**config.mk**
```make
export PLATFORM = sky130hd
export DESIGN_NAME = dbf_filter
export DESIGN_NICKNAME = d
export VERILOG_FILES = /design/src/dbf_pkg.sv /design/src/dbf_filter.sv /design/src/dbf_stable_timer.sv
export SDC_FILE = /design/constraint.sdc
export NUM_CORES = 1
export LEC_CHECK = 0
export BUFFER_PORTS_ARGS = -buffer_cell sky130_fd_sc_hd__buf_2
export CAP_MARGIN = 10
export CORE_MARGIN = 10
export CORE_UTILIZATION = 51
export CTS_BUF_LIST = sky130_fd_sc_hd__clkbuf_4 sky130_fd_sc_hd__clkbuf_8
export DETAILED_ROUTE_END_ITERATION = 16
export PLACE_DENSITY = 0.79
export SLEW_MARGIN = 20
export SYNTH_ARGS = -nofsm -noshare
export SYNTH_HDL_FRONTEND = slang
export SYNTH_HIERARCHICAL = 1
export SYNTH_SLANG_ARGS = --single-unit
```
**constraint.sdc**
```tcl
create_clock -name pclk -period 4.3 [get_ports pclk]
set_clock_uncertainty 0.15 [all_clocks]
set_input_delay 1.29 -clock pclk [delete_from_list [all_inputs] [get_ports pclk]]
set_output_delay 1.29 -clock pclk [all_outputs]
set_load 0.02 [all_outputs]
```
**src/dbf_pkg.sv**
```systemverilog
// shared constants and types for the counter input debounce filter
// assumes a 10 MHz pclk and an apb master on the register side
package dbf_pkg;

   // clock period in ns
   localparam int unsigned DBF_CLK_NS = 100;

   // number of selectable debounce times
   localparam int unsigned DBF_NSEL = 16;

   // debounce times in ns, shortest to longest
   localparam int unsigned DBF_DEB_NS [DBF_NSEL] = '{
      500, 1000, 2000, 5000, 10000, 20000, 50000, 100000,
      200000, 500000, 1000000, 2000000, 5000000, 10000000,
      20000000, 25500000};

   // width of a cycle count (255000 fits)
   localparam int unsigned DBF_CW = 18;

   // table of debounce counts in cycles
   typedef logic [DBF_CW-1:0] dbf_cyc_arr_t [DBF_NSEL];

   // each time rounds up to whole cycles, never below one
   function automatic dbf_cyc_arr_t dbf_cycles();
      dbf_cyc_arr_t c;
      for (int i = 0; i < DBF_NSEL; i++)
      begin
         c[i] = DBF_CW'((DBF_DEB_NS[i] + DBF_CLK_NS - 1) / DBF_CLK_NS);
         if (c[i] == '0)
         begin
            c[i] = DBF_CW'(1);
         end
      end
      return c;
   endfunction

   // debounce counts derived from the times and the clock
   localparam dbf_cyc_arr_t DBF_DEB_CYC = dbf_cycles();

   // register byte offsets
   localparam logic [7:0] DBF_OFS_CTRL = 8'h00;
   localparam logic [7:0] DBF_OFS_STAT = 8'h04;
   localparam logic [7:0] DBF_OFS_EDGE = 8'h08;

   // control field positions
   localparam int unsigned DBF_CTRL_MODE = 0;
   localparam int unsigned DBF_CTRL_INV = 2;
   localparam int unsigned DBF_CTRL_TSEL = 4;

   // reset values of the control fields
   localparam logic [1:0] DBF_RST_MODE = 2'h2;
   localparam logic DBF_RST_INV = 1'h0;
   localparam logic [3:0] DBF_RST_TSEL = 4'h0;

   // filter modes; the fourth code acts as bypass
   typedef enum logic [1:0] {
      DBF_AFTER,
      DBF_BEFORE,
      DBF_BYPASS
   } dbf_mode_t;

   // apb request from the master
   typedef struct packed {
      logic psel;
      logic penable;
      logic pwrite;
      logic [7:0] paddr;
      logic [31:0] pwdata;
   } dbf_apb_req_t;

   // apb answer to the master
   typedef struct packed {
      logic [31:0] prdata;
      logic pready;
      logic pslverr;
   } dbf_apb_rsp_t;

endpackage

```
**src/dbf_filter.sv**
```systemverilog
// counter input debounce filter with an apb register port
// assumes pclk at 10 MHz and cnt_in already synchronous to pclk
//
// Notes on behaviour
// - after-stable output follows once level held debounce time
// - after-stable rejects excursions shorter than debounce time
// - before-stable passes accepted edge at once, then waits
// - before-stable edge needs prior level held debounce time
// - before-stable output holds while input keeps toggling
// - before-stable counts first glitch of a burst once
// - bypass passes every glitch to the counter
// - sixteen debounce times, 500 ns to 25.5 ms
// - optional inverter ahead of the debounce stage
// - bypass keeps inversion, ignores debounce time
//
// The APB slave port and the register offsets are this design's own decisions.
module dbf_filter
#(
   // debounce counts per selection; shorten for simulation
   parameter dbf_pkg::dbf_cyc_arr_t DEB_CYCLES = dbf_pkg::DBF_DEB_CYC
)
(
   input wire logic pclk, // system clock
   input wire logic presetn, // async reset, active low
   input wire dbf_pkg::dbf_apb_req_t apb_req, // apb request
   output dbf_pkg::dbf_apb_rsp_t apb_rsp, // apb answer
   input wire logic cnt_in, // raw input from the receiver
   output logic cnt_out // filtered level to the counter
);
   import dbf_pkg::*;

   // control register fields
   logic [1:0] mode_f; // mode code
   logic inv; // invert input
   logic [3:0] tsel; // debounce time select
   logic [15:0] edges; // accepted output transitions
   logic [31:0] rdata; // registered read data

   // decode and selection
   wire logic sig; // input after the inverter
   wire logic [DBF_CW-1:0] lim; // selected debounce count
   wire logic lvl; // last sampled level
   wire logic edge_now; // input changed this cycle
   wire logic stable; // level held for the debounce time
   wire dbf_mode_t mode; // decoded mode
   wire logic setup; // apb setup phase
   wire logic wr; // write takes effect
   wire logic hit_ctrl; // control address
   wire logic hit_stat; // status address
   wire logic hit_edge; // edge count address
   wire logic mapped; // any known address
   wire logic [31:0] ctrl_val; // control read view
   wire logic [31:0] next_rdata; // read mux
   logic next_out; // next filter output

   assign sig = cnt_in ^ inv;
   assign lim = DEB_CYCLES[tsel];
   assign mode = (mode_f == 2'h3) ? DBF_BYPASS : dbf_mode_t'(mode_f);
   assign setup = apb_req.psel && !apb_req.penable;
   assign wr = apb_req.psel && apb_req.penable && apb_req.pwrite;
   assign hit_ctrl = apb_req.paddr == DBF_OFS_CTRL;
   assign hit_stat = apb_req.paddr == DBF_OFS_STAT;
   assign hit_edge = apb_req.paddr == DBF_OFS_EDGE;
   assign mapped = hit_ctrl || hit_stat || hit_edge;
   assign ctrl_val = (32'(mode_f) << DBF_CTRL_MODE)
      | (32'(inv) << DBF_CTRL_INV)
      | (32'(tsel) << DBF_CTRL_TSEL);
   assign next_rdata = hit_ctrl ? ctrl_val
      : hit_stat ? {29'h0, stable, sig, cnt_out}
      : hit_edge ? {16'h0, edges}
      : 32'h0;

   // answer in the access phase at once; unmapped gives an error
   assign apb_rsp.pready = 1'b1;
   assign apb_rsp.pslverr = apb_req.psel && apb_req.penable && !mapped;
   assign apb_rsp.prdata = rdata;

   // stability timer on the inverted input
   dbf_stable_timer u_timer
   (
      .pclk(pclk),
      .presetn(presetn),
      .din(sig),
      .limit(lim),
      .lvl(lvl),
      .edge_now(edge_now),
      .stable(stable)
   );

   // filter decision per mode
   always_comb
   begin
      next_out = cnt_out;
      unique case (mode)
         DBF_AFTER:
         begin
            // follow only a level that has held the full time
            if (stable)
            begin
               next_out = lvl;
            end
         end
         DBF_BEFORE:
         begin
            // an edge after a quiet spell passes at once
            if (edge_now && stable)
            begin
               next_out = sig;
            end
            // otherwise hold through the burst
         end
         DBF_BYPASS:
         begin
            next_out = sig;
         end
      endcase
   end

   // filter output and edge count
   always_ff @(posedge pclk or negedge presetn)
   begin
      if (!presetn)
      begin
         cnt_out <= 1'b0;
         edges <= 16'h0;
      end
      else
      begin
         cnt_out <= next_out;
         edges <= edges + 16'(next_out != cnt_out);
      end
   end

   // control register writes
   always_ff @(posedge pclk or negedge presetn)
   begin
      if (!presetn)
      begin
         mode_f <= DBF_RST_MODE;
         inv <= DBF_RST_INV;
         tsel <= DBF_RST_TSEL;
      end
      else if (wr && hit_ctrl)
      begin
         mode_f <= apb_req.pwdata[DBF_CTRL_MODE +: 2];
         inv <= apb_req.pwdata[DBF_CTRL_INV];
         tsel <= apb_req.pwdata[DBF_CTRL_TSEL +: 4];
      end
   end

   // read data captured in the setup phase
   always_ff @(posedge pclk or negedge presetn)
   begin
      if (!presetn)
      begin
         rdata <= 32'h0;
      end
      else if (setup)
      begin
         rdata <= next_rdata;
      end
   end

   // after-stable: a held level reaches the output next cycle
   property p_after_take;
      @(posedge pclk) disable iff (!presetn)
      mode == DBF_AFTER && stable |=> cnt_out == $past(lvl);
   endproperty
   a_after_take: assert property (p_after_take)
      else $error("after-stable output missed a settled level");

   // after-stable: no change without a full quiet spell
   property p_after_hold;
      @(posedge pclk) disable iff (!presetn)
      mode == DBF_AFTER && !stable |=> $stable(cnt_out);
   endproperty
   a_after_hold: assert property (p_after_hold)
      else $error("after-stable output moved on an unsettled input");

   // before-stable: accepted edge appears on the next cycle
   property p_before_pass;
      @(posedge pclk) disable iff (!presetn)
      mode == DBF_BEFORE && edge_now && stable
         |=> cnt_out == $past(sig);
   endproperty
   a_before_pass: assert property (p_before_pass)
      else $error("before-stable output missed an accepted edge");

   // before-stable: edge without a quiet spell is refused
   property p_before_refuse;
      @(posedge pclk) disable iff (!presetn)
      mode == DBF_BEFORE && edge_now && !stable |=> $stable(cnt_out);
   endproperty
   a_before_refuse: assert property (p_before_refuse)
      else $error("before-stable took an edge with no quiet spell");

   // before-stable: output holds unless an edge is accepted
   property p_before_hold;
      @(posedge pclk) disable iff (!presetn)
      mode == DBF_BEFORE && !(edge_now && stable) |=> $stable(cnt_out);
   endproperty
   a_before_hold: assert property (p_before_hold)
      else $error("before-stable output moved during a burst");

   // before-stable: a second glitch right after is not counted
   property p_before_once;
      @(posedge pclk) disable iff (!presetn)
      mode == DBF_BEFORE && edge_now && stable && lim > DBF_CW'(1)
         |=> !stable;
   endproperty
   a_before_once: assert property (p_before_once)
      else $error("before-stable re-armed at once after an edge");

   // bypass: the inverted input reaches the output one cycle later;
   // the edge that releases reset still resets the output, so skip it
   property p_bypass;
      @(posedge pclk) disable iff (!presetn)
      presetn && mode == DBF_BYPASS
         |=> cnt_out == ($past(cnt_in) ^ $past(inv));
   endproperty
   a_bypass: assert property (p_bypass)
      else $error("bypass output does not follow the input");

   // bypass with inversion: output opposes the raw input
   property p_bypass_inv;
      @(posedge pclk) disable iff (!presetn)
      mode == DBF_BYPASS && inv ##1 $stable(cnt_in) && $stable(inv)
         |-> cnt_out != cnt_in;
   endproperty
   a_bypass_inv: assert property (p_bypass_inv)
      else $error("bypass lost the edge selection");

endmodule

```
**src/dbf_stable_timer.sv**
```systemverilog
// stability timer: counts cycles since the input level last changed
// assumes the input is synchronous to pclk
module dbf_stable_timer
(
   input wire logic pclk, // system clock
   input wire logic presetn, // async reset, active low
   input wire logic din, // level to watch
   input wire logic [dbf_pkg::DBF_CW-1:0] limit, // debounce count
   output logic lvl, // last sampled level
   output logic edge_now, // din differs from last sample
   output logic stable // lvl held for limit cycles
);
   import dbf_pkg::*;

   logic [DBF_CW-1:0] cnt; // cycles since last change
   logic [DBF_CW-1:0] next_cnt; // next value of cnt

   assign edge_now = din != lvl;
   assign stable = cnt >= limit;

   // restart on a change, else count up and hold at limit
   always_comb
   begin
      if (edge_now)
      begin
         next_cnt = '0;
      end
      else if (cnt < limit)
      begin
         next_cnt = cnt + DBF_CW'(1);
      end
      else
      begin
         next_cnt = cnt;
      end
   end

   // sample register and counter
   always_ff @(posedge pclk or negedge presetn)
   begin
      if (!presetn)
      begin
         lvl <= 1'b0;
         cnt <= '0;
      end
      else
      begin
         lvl <= din;
         cnt <= next_cnt;
      end
   end

   // a change always restarts the count
   property p_restart;
      @(posedge pclk) disable iff (!presetn)
      edge_now |=> cnt == '0;
   endproperty
   a_restart: assert property (p_restart)
      else $error("stability count did not restart on a change");

   // an unchanged input below the limit counts up by one; the sampled
   // presetn keeps the edge that releases reset, still a reset edge, out
   property p_count_up;
      @(posedge pclk) disable iff (!presetn)
      presetn && !edge_now && cnt < limit
         |=> cnt == $past(cnt) + DBF_CW'(1);
   endproperty
   a_count_up: assert property (p_count_up)
      else $error("stability count failed to advance");

endmodule

```
* Word level (Yosys, flattened, before mapping) *
Memories as Yosys holds them, arrays and structs flattened.
Cells that the tools add are included.
Widths: inputs -> output; s select.

storage, ports and cells
  ROM bits = 288
  logic and storage cells = 49
  memories = 1
  flip-flop bits (word level) = 75
  output and inout port bits = 35

memories
  memory           words  width  rd ports  clocked after memory_dff  write ports  line              RTL
  (no name shown)  16     18     1         0                         0            dbf_filter.sv:57  assign lim = DEB_CYCLES[tsel];

cells by class
  add/sub/neg operators = 2
  $lt $le $gt $ge = 3
  equal/unequal tests = 7
  bitwise logic cells = 4
  muxes and demuxes = 11
  reductions and logical operators = 13

operator list
  cell                   count
  $mux 18                4
  $mux 16                3
  $add 18x1->18 const B  1
  $ge 18x18->1           1
  $lt 18x18->1           1
  $add 16x1->16          1
  $eq 8x3->1 const B     1
  $eq 8x4->1 const B     1
  $logic_not 8->1        1
  $or 3x8->8             1
  $logic_and 1x1->1      6
  $ge 5x5->1 const B     1
  $not 4->5              1
  $eq 2x2->1 const B     2
  $or 2x3->3             1
  $pmux 1 s3             1
  $eq 2x1->1 const B     1
  $logic_not 1->1        2
  $logic_not 2->1        1
  $logic_or 1x1->1       2
  $mux 1                 2
  $mux 2                 1
  $ne 1x1->1             2
  $reduce_bool 2->1      1
  $xor 1x1->1            1

* Logic depth before layout (Yosys ltp) *
  depth after elaboration = 10
  mapped depth = 24
  gate-level depth less buffers = 23

* Hierarchy *
The synthesis kept the hierarchy.

modules (own cells, without submodules)
  module            area an instance (um2)  cells an instance  seq. area each (um2)  instances
  dbf_filter        2249.7                  242                1002.2                1
  dbf_stable_timer  1457.6                  169                475.5                 1

* Worst setup path after synthesis *
OpenSTA, ideal clock, no wires.

  kind = register -> register
  from = register tsel[0]
  to = register edges[8]
  buffers on the path = 1
  setup slack = 0.085 ns
  library setup time = 0.123 ns
  period minus slack after synthesis = 4.215 ns
  arrival = 3.942 ns
  data required time = 4.027 ns
  stages on the path, launching flop included = 22
  cell sequence = dfrtp_1 -> inv_1 -> ha_1 -> o21ai_0 -> and2_1 -> inv_1 -> ha_1 -> nand4_1 -> nor4_1 -> a2bb2oi_2 -> nand3_1 -> buf_2 -> a31o_2 -> a211oi_1 -> nor3_1 -> xor2_1 -> ha_1 -> ha_1 -> nand2_1 -> nor2_1 -> nand4_1 -> xnor2_1

between the ends
  cells in the longest elaborated chain, start to end = 10

RTL lines
  element                                        line                    RTL
  from (decl)                                    dbf_filter.sv:35        logic [3:0] tsel;
  from (signal assigned)                         dbf_filter.sv:147       tsel <= apb_req.pwdata[DBF_CTRL_TSEL +: 4];
  $not 4->5 (not written as such) *              dbf_filter.sv:57
  $mem_v2 16x18 *                                --
  $mux 18 (not written as such) * (2 in series)  dbf_filter.sv:57
  named net lim[14]                              dbf_filter.sv:41        wire logic [DBF_CW-1:0] lim;
  $ge 18x18->1 *                                 dbf_stable_timer.sv:19  assign stable = cnt >= limit;
  named net stable                               dbf_filter.sv:44        wire logic stable;
  $logic_and 1x1->1                              dbf_filter.sv:106       if (edge_now && stable)
  $mux 1                                         dbf_filter.sv:106
  $pmux 1 s3 *                                   dbf_filter.sv:94        unique case (mode)
  named net next_out                             dbf_filter.sv:54        logic next_out;
  $ne 1x1->1 *                                   dbf_filter.sv:130       edges <= edges + 16'(next_out != cnt_out);
  $add 16x1->16 *                                dbf_filter.sv:130
  to (signal assigned)                           dbf_filter.sv:130
  to (decl)                                      dbf_filter.sv:36        logic [15:0] edges;

The timed path passes the listed nets; every way through them passes the cells marked *. The select of a mux whose other input is x is not followed.
A chain may end at the register's enable or synchronous reset.

* Worst setup path in the final report *
  from = register tsel[3]
  to = register edges[8]

Same word-level chain as after synthesis.

==> results.cfg <==
[sta]
finalCritPeriodShare_pct = 99.0
hold_slack_ns = 0.329
drv_slew = 0
rsz0062_at_grt = yes
hold_violations = 0
slew_headroom_pct = 46.7
setup_viol = 0
worstMarginPinSlew_ns = 0.800
max_freq_mhz = 235
fin_crit_ns = 4.26

[worst_hold_path]
holdPathStages = 1
min_to = edges[15]$_DFF_PN0_
hp-class = reg -> reg
hold_start = edges[15]$_DFF_PN0_

[die]
fp.dieArea_sq_um = 11100
floorplan.io_pins = 81
die_w_microns = 105
initial_core_util_pct = 51.7
rows = 31
die_h_microns = 105
core-area_sq_um = 7180

[critical_path]
rrSetupSlack_ns = 0.04
r2r_end = edges[8]$_DFF_PN0_
path_cells = nand2_1, nor2_1, inv_1, ha_1, nand4_1, buf_4, nor3_2, a22oi_2, nand3_2, a31o_4, a31oi_1, nor2_1, nor3_2, xor2_2, ha_2, ha_4, nand2_2, nor2_4, nand4_1, xnor2_1
path_max_fanout = 16
reg2reg_depth = 20
cp_slowest_cell = dfrtp_2
r2r_start = tsel[3]$_DFFE_PN0P_
max_stage_delay_ns = 0.54
crit_type = reg -> reg
crit_arrival_ns = 4.33
critical_path_required_ns = 4.38
start_kind = flip-flop
crit_family = simple AND/OR/NAND/NOR gates
critPathBufInv = 2
crit_path_end_kind = flip-flop

[grt]
grt_pass1_wl_microns = 14600
antenna_found_initial = 0
grt_pass1_vias = 3093
grt_max_degree = 28
gr-usage-all-layers_pct = 15.9
grt_remaining_overflow = 0

[place]
detailed_place.area_sq_um = 4090
dp.final_hpwl_microns = 6430
io_buffers = 38
place_congestion = 0.865
dp_cells = 559

[synth]
ys_seq_elements = 59
avgSynthCellArea_sq_um = 9.02
synthCells = 411
synth_area_sq_um = 3710
yosysTopAreaCellShare_pct = 39.1
yosys.area.top_type = dfrtp_1
synth_top_cells_by_count = dfrtp_1 (58), nand2_1 (57), o21ai_0 (30)
yosys_warnings = 6
yosysMostFrequentCell = dfrtp_1
ys.flop_type = dfrtp_1
async_flop_share_pct = 100
synth-edff-count = 0
ys_types = 52
ys_seq_area_share_pct = 39.9
ys_top_cells_by_area = dfrtp_1 (39%), ha_1 (9.1%), nand2_1 (5.8%), o21ai_0 (4.0%), buf_4 (3.4%)

[drt]
final_antenna_net_count = 0
routed_wl_microns = 9480
via_per_inst = 5.64
drtIter0Drc = 234
drcViolationCount = 0
wire_per_inst_microns = 16.2
dr_total_vias = 3297
drt_pass1_iterations = 4

[clock_tree]
clk_pin_slew_ns = 0.08
hold_buffers = 0
clock_path_buffers = 2
cts_inserted_buffers = 9
htree_levels = 3
clockRootBuffer = clkbuf_8
cts_tree = built
clock_sinks = 59
worstSkewPairLatency_ns = 0.34

[run_status]
run_status = finished, final reports clean

[layout]
final_cell_area_sq_um = 4610
antenna_cells = 0
final_nets = 554
stdcell_count = 585
layout-drive-gt1-share_pct = 29.2
area_delta_synth_final_pct = 24.4

[power_and_ir_drop]
total_power_mw = 1.59
p_per_area_nw_per_um2 = 345
leakage_nw = 2.13
ir_drop_uv = 379

[run]
cap_violations = 0
[layout by cell type, fill, tap and decap left out, types with 4 or more instances in the layout]
master / Yosys / routed
nand4_1: 13 / 13
a21oi_1: 24 / 21
ha_1: 27 / 18
xnor2_1: 12 / 12
buf_6: 0 / 4
ha_4: 0 / 7
or3_1: 14 / 14
buf_4: 17 / 31
mux2i_1: 8 / 8
nand3_1: 15 / 13
nand2_1: 57 / 56
and3_1: 5 / 4
nand2b_1: 5 / 4
inv_1: 27 / 24
buf_2: 2 / 38
mux2_2: 7 / 7
dfrtp_1: 58 / 55
xor2_1: 7 / 6
nor2_1: 21 / 18
clkbuf_8: 0 / 9
conb_1: 2 / 17
o31ai_1: 6 / 6
o21ai_0: 30 / 27
[power by group]
group	leakage, nW	switching (mW)	internal [mW]
clock	0.103	0.255	0.278
sequential	0.791	0.0829	0.603
combinational	1.24	0.207	0.166
[how the worst max path moves through the flow]
stage / start / endpoint / cells past startpoint
global placement: tsel[0]$_DFFE_PN0P_ / edges[8]$_DFF_PN0_ / 21
finish: tsel[3]$_DFFE_PN0P_ / edges[8]$_DFF_PN0_ / 20
CTS: tsel[0]$_DFFE_PN0P_ / edges[8]$_DFF_PN0_ / 21
detailed placement: tsel[0]$_DFFE_PN0P_ / edges[8]$_DFF_PN0_ / 21
global route: tsel[3]$_DFFE_PN0P_ / edges[7]$_DFF_PN0_ / 20
floorplan: tsel[0]$_DFFE_PN0P_ / edges[8]$_DFF_PN0_ / 21
[registers in the layout, summed over array words and instances (netlist names)]
signal       cells
edges           16
rdata           16
inv              1
mode_f           2
cnt_out          1
u_timer/lvl      1
tsel             4
u_timer/cnt     18
[layout make-up]
cell class                 instances  area (sq um)
clock inverter                     7          83.8
sequential                        59          1480
inverter                          28           108
timing repair buffer              73           468
clock buffer                       9           124
fill                             515          2560
tap                               99           124
multi-input combinational        310          2220
[metal layers]
layer  part of all wire, %  global-route usage, %  up-vias
met5                     0                      0        -
li1                      -                      -     1548
met3                   5.9                   4.45       29
met4                   3.4                   6.76        0
met1                    41                   19.8     1593
met2                    49                   25.3      127
[kinds of logic after synthesis]
group                    count (synthesis)  synth area share, %
AND/OR/NAND/NOR                        154                 21.9
AO/OA/AOI/OAI                           78                 12.6
flip-flops                              59                 39.9
buffers and inverters                   57                 7.56
adder cells (fa/ha/maj)                 27                 9.11
XOR/XNOR                                19                 4.49
multiplexers                            15                 4.29
other                                    2                0.203
[metrics by stage]
stage	util [%]	TNS, ns	setup slack (ns)
floorplan	-	0	0.0850
global placement	57.0	-0.188	-0.0829
detailed placement	57.0	-0.402	-0.142
CTS	60.2	0	0.0311
global route	64.3	-0.601	-0.116
finish	64.3	0	0.0416
[repair_timing]
action | CTS | global route
pin swaps | 2 | 20
cloned | 0 | 0
buffers inserted | 0 | 10
endpoints found under the setup margin | 8 | 13
resized for setup | 6 | 46
(Power assumes the default switching activity.)
